--- src/shared/align_cfg.svh ---
`ifndef ALIGN_CFG_SVH
`define ALIGN_CFG_SVH

`define REG_CTRL        4'h0
`define REG_STATUS      4'h4
`define REG_MASK        4'h8
`define REG_BYTE_ADDR   4'hc

`define CTRL_ENABLE_BIT 0
`define CTRL_RESET      1'b1
`define MASK_RESET      3'h0

`define EV_COUNT        3
`define EV_LOAD         0
`define EV_STORE        1
`define EV_OVERFLOW     2

`define LANES_ALL_OFF   4'hf
`define LANES_ALL_ON    4'h0
`define REG_COUNT       32

`endif

--- src/shared/align_pkg.sv ---
`include "align_cfg.svh"
package align_pkg;

    typedef enum logic [2:0] {
        OP_IDLE,
        OP_ADDR_GEN,
        OP_LOAD_WORD,
        OP_LOAD_ALIGN,
        OP_STORE_ALIGN,
        OP_STORE_DATA
    } op_kind_t;

    typedef struct packed {
        logic        valid;
        op_kind_t    kind;
        logic [1:0]  size_field;
        logic        sign_select;
        logic        alignment_bypass;
        logic [4:0]  dest_reg_select;
        logic [4:0]  src_reg_select;
        logic [31:0] operand;
        logic        condition_output_in;
    } op_req_t;

    typedef struct packed {
        logic [31:0] data;
        logic [3:0]  byte_write_enable_n;
        logic        store_strobe;
        logic        condition_output;
        logic [31:0] address;
        logic        address_strobe;
    } mem_side_t;

    typedef struct packed {
        op_req_t                pipe;
        mem_side_t              mem;
        logic [1:0]             byte_addr;
        logic                   enable;
        logic [`EV_COUNT-1:0]   status;
        logic [`EV_COUNT-1:0]   mask;
        logic                   irq;
        logic                   waitrequest;
        logic [31:0]            readdata;
    } lsu_state_t;

    typedef struct packed {
        logic [`REG_COUNT-1:0][31:0] word;
        logic [31:0]                 rd_a;
        logic [31:0]                 rd_b;
    } regs_t;

endpackage

--- src/rtl/reg_file.sv ---
`timescale 1ns/1ns
module reg_file (
    // Clock and reset
    input  wire logic        clk,
    input  wire logic        reset,
    // Read ports, data one cycle after select
    input  wire logic [4:0]  rd_a_sel,
    input  wire logic [4:0]  rd_b_sel,
    output logic      [31:0] rd_a_q,
    output logic      [31:0] rd_b_q,
    // Write port
    input  wire logic        wr_en,
    input  wire logic [4:0]  wr_sel,
    input  wire logic [31:0] wr_data
);
    align_pkg::regs_t q;
    align_pkg::regs_t d;

    // Reads see the old word when the same word is written in that cycle
    always_comb begin
        d = q;
        d.rd_a = q.word[rd_a_sel];
        d.rd_b = q.word[rd_b_sel];
        if (wr_en) begin
            d.word[wr_sel] = wr_data;
        end
    end

    always_ff @(posedge clk or posedge reset) begin
        if (reset) begin
            q <= '0;
        end else begin
            q <= d;
        end
    end

    assign rd_a_q = q.rd_a;
    assign rd_b_q = q.rd_b;
endmodule

--- src/rtl/byte_align_load_store_unit.sv ---
`timescale 1ns/1ns
`include "align_cfg.svh"
module byte_align_load_store_unit (
    // Clock and reset
    input  wire logic                   clk,
    input  wire logic                   reset,
    // Operation from instruction decode
    input  wire align_pkg::op_req_t     op_in,
    // Memory side
    output align_pkg::mem_side_t        mem_out,
    // Avalon-MM slave
    input  wire logic [3:0]             avs_address,
    input  wire logic                   avs_read,
    input  wire logic                   avs_write,
    input  wire logic [31:0]            avs_writedata,
    input  wire logic [3:0]             avs_byteenable,
    output logic      [31:0]            avs_readdata,
    output logic                        avs_waitrequest,
    // Interrupt
    output logic                        irq
);
    align_pkg::lsu_state_t q;
    align_pkg::lsu_state_t d;

    logic [31:0]            rd_src;
    logic [31:0]            rd_dest;
    logic                   wb_en;
    logic [31:0]            wb_data;
    logic [`EV_COUNT-1:0]   events;
    logic [31:0]            fmask;
    logic [31:0]            ld_shift;
    logic                   ld_top;
    logic [31:0]            ld_res;
    logic                   st_top;
    logic [31:0]            st_data;
    logic                   st_ovf;
    logic [3:0]             st_lanes_n;
    logic [31:0]            rd_mux;
    logic [`EV_COUNT-1:0]   rd_clear;

    // Mask covering the low size+1 bytes
    function automatic logic [31:0] byte_mask(input logic [1:0] size);
        logic [31:0] m;
        m = '0;
        for (int i = 0; i < 4; i++) begin
            if (i <= int'(size)) begin
                m[i*8 +: 8] = 8'hff;
            end
        end
        return m;
    endfunction

    // Active-low enables for lanes ofs through ofs+size
    function automatic logic [3:0] lanes_n(input logic [1:0] size, input logic [1:0] ofs);
        logic [3:0] l;
        l = `LANES_ALL_OFF;
        for (int i = 0; i < 4; i++) begin
            if (i >= int'(ofs) && i <= int'(ofs) + int'(size)) begin
                l[i] = 1'b0;
            end
        end
        return l;
    endfunction

    reg_file u_regs (
        .clk      (clk),
        .reset    (reset),
        .rd_a_sel (op_in.src_reg_select),
        .rd_b_sel (op_in.dest_reg_select),
        .rd_a_q   (rd_src),
        .rd_b_q   (rd_dest),
        .wr_en    (wb_en),
        .wr_sel   (q.pipe.dest_reg_select),
        .wr_data  (wb_data)
    );

    // Load path: shift field down, then widen
    assign fmask    = byte_mask(q.pipe.size_field);
    assign ld_shift = rd_src >> {q.byte_addr, 3'b000};
    assign ld_top   = ld_shift[{q.pipe.size_field, 3'b111}];
    assign ld_res   = (ld_shift & fmask) |
                      (~fmask & {32{q.pipe.sign_select & ld_top}});

    // Store path: truncate, shift up, check lost bits
    assign st_top     = rd_src[{q.pipe.size_field, 3'b111}];
    assign st_data    = (rd_src & fmask) << {q.byte_addr, 3'b000};
    assign st_ovf     = q.pipe.sign_select ?
                        ((rd_src & ~fmask) != (~fmask & {32{st_top}})) :
                        ((rd_src & ~fmask) != 32'h0);
    assign st_lanes_n = lanes_n(q.pipe.size_field, q.byte_addr);

    always_comb begin
        case (avs_address)
            `REG_CTRL:      rd_mux = {31'h0, q.enable};
            `REG_STATUS:    rd_mux = {29'h0, q.status};
            `REG_MASK:      rd_mux = {29'h0, q.mask};
            `REG_BYTE_ADDR: rd_mux = q.mem.address;
            default:        rd_mux = 32'h0;
        endcase
    end

    always_comb begin
        d        = q;
        wb_en    = 1'b0;
        wb_data  = 32'h0;
        events   = '0;
        rd_clear = '0;

        d.pipe = op_in;
        if (!q.enable) begin
            d.pipe.valid = 1'b0;
        end

        d.mem.store_strobe        = 1'b0;
        d.mem.address_strobe      = 1'b0;
        d.mem.byte_write_enable_n = `LANES_ALL_OFF;

        if (q.pipe.valid) begin
            case (q.pipe.kind)
                align_pkg::OP_ADDR_GEN: begin
                    d.byte_addr          = q.pipe.operand[1:0];
                    d.mem.address        = q.pipe.operand;
                    d.mem.address_strobe = 1'b1;
                end
                align_pkg::OP_LOAD_WORD: begin
                    wb_en   = 1'b1;
                    wb_data = q.pipe.operand;
                end
                align_pkg::OP_LOAD_ALIGN: begin
                    // Condition and address outputs keep their values
                    wb_en            = 1'b1;
                    wb_data          = ld_res;
                    events[`EV_LOAD] = 1'b1;
                end
                align_pkg::OP_STORE_ALIGN: begin
                    d.mem.store_strobe        = 1'b1;
                    d.mem.byte_write_enable_n = st_lanes_n;
                    events[`EV_STORE]         = 1'b1;
                    if (q.pipe.alignment_bypass) begin
                        d.mem.data             = rd_dest;
                        d.mem.condition_output = 1'b0;
                    end else begin
                        d.mem.data             = st_data;
                        d.mem.condition_output = st_ovf;
                        events[`EV_OVERFLOW]   = st_ovf;
                    end
                end
                align_pkg::OP_STORE_DATA: begin
                    d.mem.data                = q.pipe.operand;
                    d.mem.byte_write_enable_n = `LANES_ALL_ON;
                    d.mem.store_strobe        = 1'b1;
                    d.mem.condition_output    = q.pipe.condition_output_in;
                    events[`EV_STORE]         = 1'b1;
                end
                default: begin
                end
            endcase
        end

        // Bus slave: one wait cycle, answer in the next
        if (!q.waitrequest) begin
            d.waitrequest = 1'b1;
            if (avs_write && avs_byteenable[0]) begin
                case (avs_address)
                    `REG_CTRL: d.enable = avs_writedata[`CTRL_ENABLE_BIT];
                    `REG_MASK: d.mask   = avs_writedata[`EV_COUNT-1:0];
                    default: begin
                    end
                endcase
            end
            if (avs_read && avs_address == `REG_STATUS) begin
                rd_clear = q.readdata[`EV_COUNT-1:0];
            end
        end else if (avs_read || avs_write) begin
            d.waitrequest = 1'b0;
            d.readdata    = avs_read ? rd_mux : 32'h0;
        end

        // Only reported bits clear; a new event always wins
        d.status = (q.status & ~rd_clear) | events;
        d.irq    = |(d.status & d.mask);
    end

    always_ff @(posedge clk or posedge reset) begin
        if (reset) begin
            q                              <= '0;
            q.enable                       <= `CTRL_RESET;
            q.mask                         <= `MASK_RESET;
            q.waitrequest                  <= 1'b1;
            q.mem.byte_write_enable_n      <= `LANES_ALL_OFF;
        end else begin
            q <= d;
        end
    end

    assign mem_out         = q.mem;
    assign avs_readdata    = q.readdata;
    assign avs_waitrequest = q.waitrequest;
    assign irq             = q.irq;
endmodule

--- config.mk ---
export PLATFORM = sky130hd
export DESIGN_NAME = byte_align_load_store_unit
export DESIGN_NICKNAME = d
export VERILOG_FILES = /design/src/shared/align_pkg.sv /design/src/rtl/reg_file.sv /design/src/rtl/byte_align_load_store_unit.sv
export VERILOG_INCLUDE_DIRS = /design/src /design/src/shared
export SDC_FILE = /design/constraint.sdc
export NUM_CORES = 2
export LEC_CHECK = 0
export BUFFER_PORTS_ARGS = -buffer_cell sky130_fd_sc_hd__buf_2
export CAP_MARGIN = 10
export CORE_UTILIZATION = 60
export DETAILED_ROUTE_END_ITERATION = 6
export GPL_TIMING_DRIVEN = 1
export PLACE_DENSITY_LB_ADDON = 0.3
export SLEW_MARGIN = 15
export SYNTH_ARGS = -nofsm -noshare
export SYNTH_HDL_FRONTEND = slang
export SYNTH_HIERARCHICAL = 1
export SYNTH_SLANG_ARGS = --single-unit
--- constraint.sdc ---
create_clock -name clk -period 54.4 [get_ports clk]
set_input_delay 10.88 -clock clk [delete_from_list [all_inputs] [get_ports clk]]
set_output_delay 10.88 -clock clk [all_outputs]
set_load 0.01 [all_outputs]
==> summary.txt <==
Critical path
  • CP max stage cell: buf_4
  • R2R Setup Slk: roughly 51 ns
  • R2r startpoint: q[161]
  • Top cell by count, worst path: buf_4
  • Cell Chain, Critical Path: buf_8, buf_4, buf_4, buf_12, buf_4, mux2i_1, a22o_1, nor3_1, a31oi_1, nand3_1
  • Reg-to-reg endpoint: u_regs/q[301]
  • Critical Path Start: op_in[34]
  • Levels on crit path: 10
  • Reg2reg path depth: 5
  • Crit path DAT: between 15 and 20 ns
  • CP endpoint: u_regs/rd_a_q[23]
  • Startpoint Class: primary input
  • Crit Path Class: primary input to flip-flop
  • CP required: 54.97 ns
  • Critical path's top delay family: buffers and inverters
  • CP Max Fanout: 106
  • Max incr delay on CP: about 0.87 ns
  • CP Capture Type: flip-flop
  • Buffers & Inverters on Critical Path: 5

CTS
  • Clock Latency Late Sink: 0.75 ns
  • CTS tree: done
  • CTS Buffer Depth: 3
  • CTS resizes: 0
  • Clk root buf: clkbuf_16
  • # hold bufs at CTS: 0
  • Inserted Clock Buffers: 132
  • Sinks on Clock Net: 1246
  • Clock-pin slew on the worst setup and hold paths: roughly 0.06 ns
  • # Post-CTS Setup Buffers: 0
  • Htree depth: 4

Floorplan
  • CORE AREA: between 100000 and 150000 um2
  • Die ar.: 112800 um2
  • Row count: about 120
  • I/O Pins: 200
  • Die width: 335.9 um
  • Die height: between 300 and 400 um
  • Starting density of the core: about three fifths

Route
  • Mean number of vias per cell: 6.800
  • Routed Wire Length: 201.4 mm
  • DRC Markers: 0
  • DR vias: about 47000
  • Initial DRC count: approximately 5000
  • Antenna Nets Post-Route: 0
  • First-pass DRT Iterations: 6
  • Routed len/inst: around 29 um

Synthesis
  • Area share of the largest cell type after synthesis: 46.40%
  • Async set-reset flop share out of synthesis: 100.0%
  • Synth Cell Area: around 67000 um2
  • Yosys reg bits: 1246
  • Top cells by area, synth: dfrtp_1 46%, mux2_2 17%, mux2i_1 16%
  • Number of synthesized flops with an enable pin: 0
  • Post-Synthesis Cells: 5589
  • Synthesis warning total: 6
  • Number of distinct library cells after synthesis: 68
  • Post-synthesis sequential area ratio: around 47%
  • Primary FF master, synth: dfrtp_1
  • Syn avg cell area: 11.97 um2
  • Net Count, Synth: between 5000 and 6000
  • Top cell type by total area after synthesis: dfrtp_1

Cells and area
  • Layout cells sized above 1: 29.67%
  • Commonest non-fill, non-tap cell in the layout: dfrtp_1
  • Final-stage net count: 5435
  • Most frequent cells in the layout: 1236 x dfrtp_1, 1043 x mux2i_1, 1028 x mux2_2
  • Filler instances: between 8000 and 9000
  • Layout area overhead: 6.264%

Global route
  • Initial antenna violation count: 4
  • First-pass GRT wire length: 296.5 mm
  • GR Util met2: a little over half
  • Overflow after GRT: 0
  • Busiest grt layer: met2
  • Pin count of the biggest net entering global routing: 144
  • GRT met3 Usage: 9.020%
  • GRT met1 Usage: a little under half
  • Vias in the first global route: 46520
  • Gr usage total: 35.35%

Placement
  • Port bufs: approximately 170
  • DP HPWL: 114.9 mm
  • Placer's final routability congestion estimate: 0.9810

STA
  • Fin Setup TNS: 0 ns
  • # setup viols final: 0
  • Clk_skew: 0.03538 ns
  • Final min period: 15.37 ns
  • RSZ-0062 raised after global routing: false
  • Max Transition Viols Final: 0
  • Final period util: 28.25%
  • Hold_ws: between 0.4 and 0.5 ns
  • Final Hold Viols: 0
  • Max Freq: 65.08 MHz
  • Headroom to the max-slew limit: 19.56%
  • Worst slew pin tran: around 1.2 ns

Run status
  • Status: complete, no violations

Worst hold path
  • Hold Path Class: flip-flop to flip-flop

Power and ir drop
  • P per Cell Area: just under 30 nW/um2
  • Peak supply drop: 33.47 uV
  • Leakage: ~35 nW

Run
  • Max Cap Violations: 0
-- cell type report --
class / count / area [um2] / share of cell area [%]
clock inverters: 41 / 484.2 / 0.6813
diodes: 2 / 5.005 / 0.007042
inverters: 11 / 53.80 / 0.07570
clock buffers: 188 / 3890 / 5.474
well taps: 1488 / 1862 / 2.620
multi-input cells: 3659 / 31770 / 44.70
repair buffers: 288 / 1813 / 2.551
flip-flops and latches: 1246 / 31190 / 43.89
-- worst reg2reg max path, cell delays in order, from the launching register on --
cell and delay, ns:
dfrtp_2 1.04, and3_1 0.57, nand3_2 0.16, nor2_2 0.38
a221o_1 0.99, mux2_2 0.34
-- where the power goes --
group	total, mW	switching [mW]	internal [mW]
clock network	0.913	0.370	0.543
logic	0.192	0.127	0.0646
registers	0.972	0.0268	0.945
total	2.08	0.524	1.55
-- worst min-delay path by stage --
stage	start	end	slack [ns]	cells after the start
after detailed placement	mem_out[43]	mem_out[43]	0.47	2
after global routing	mem_out[56]	mem_out[56]	0.51	2
after global placement	mem_out[47]	mem_out[47]	0.46	2
final	mem_out[60]	mem_out[60]	0.48	2
after CTS	mem_out[43]	mem_out[43]	0.48	2
after floorplan	mem_out[39]	mem_out[39]	0.45	2
-- stage by stage --
step	instance area [um2]	utilization, %	setup slack [ns]	instances	power, mW
final	71070	64.31	39.03	6923	2.077
after global routing	71060	64.30	38.94	6921	2.136
after floorplan	66880	-	12.89	5589	1.125
after global placement	66640	60.30	38.42	6689	1.172
after CTS	71020	64.26	39.16	6918	2.082
after detailed placement	66640	60.30	38.36	6689	1.174
-- synthesized netlist by cell type, types with 28 or more instances --
master / n
a21oi_1: 248
a22o_1: 158
a22oi_1: 211
a31oi_1: 64
buf_1: 28
buf_2: 136
buf_4: 228
buf_6: 63
clkbuf_1: 217
dfrtp_1: 1240
mux2_1: 36
mux2_2: 1028
mux2i_1: 1043
nand2_1: 296
nand3_1: 197
nor2_1: 54
nor3_1: 66
o21ai_0: 52
-- metal layers --
layer	share of wire (%)	wire, um
met3	9.9	19970
met5	0.017	34
met2	44	88000
met4	6.7	13470
met1	40	79940
-- cells by family (layout without fill, tap and decap cells) --
family,count (synthesis),in the layout,synth area share [%]
compound gates,824,824,8.394
xor+xnor,1,1,0.01310
fa+ha+maj,2,2,0.04864
buf+inv,684,528,6.082
flops,1246,1246,46.63
mux,2109,2109,33.59
other cells,0,2,0
simple gates,723,723,5.236
-- sequential cells by signal (all words and copies together) (netlist names) --
signal / count
avs_readdata: 32
u_regs/rd_a_q: 32
u_regs/rd_b_q: 32
mem_out: 71
irq: 1
q: 53
u_regs/q: 1024
avs_waitrequest: 1
Power figures use the tool's default switching activity.
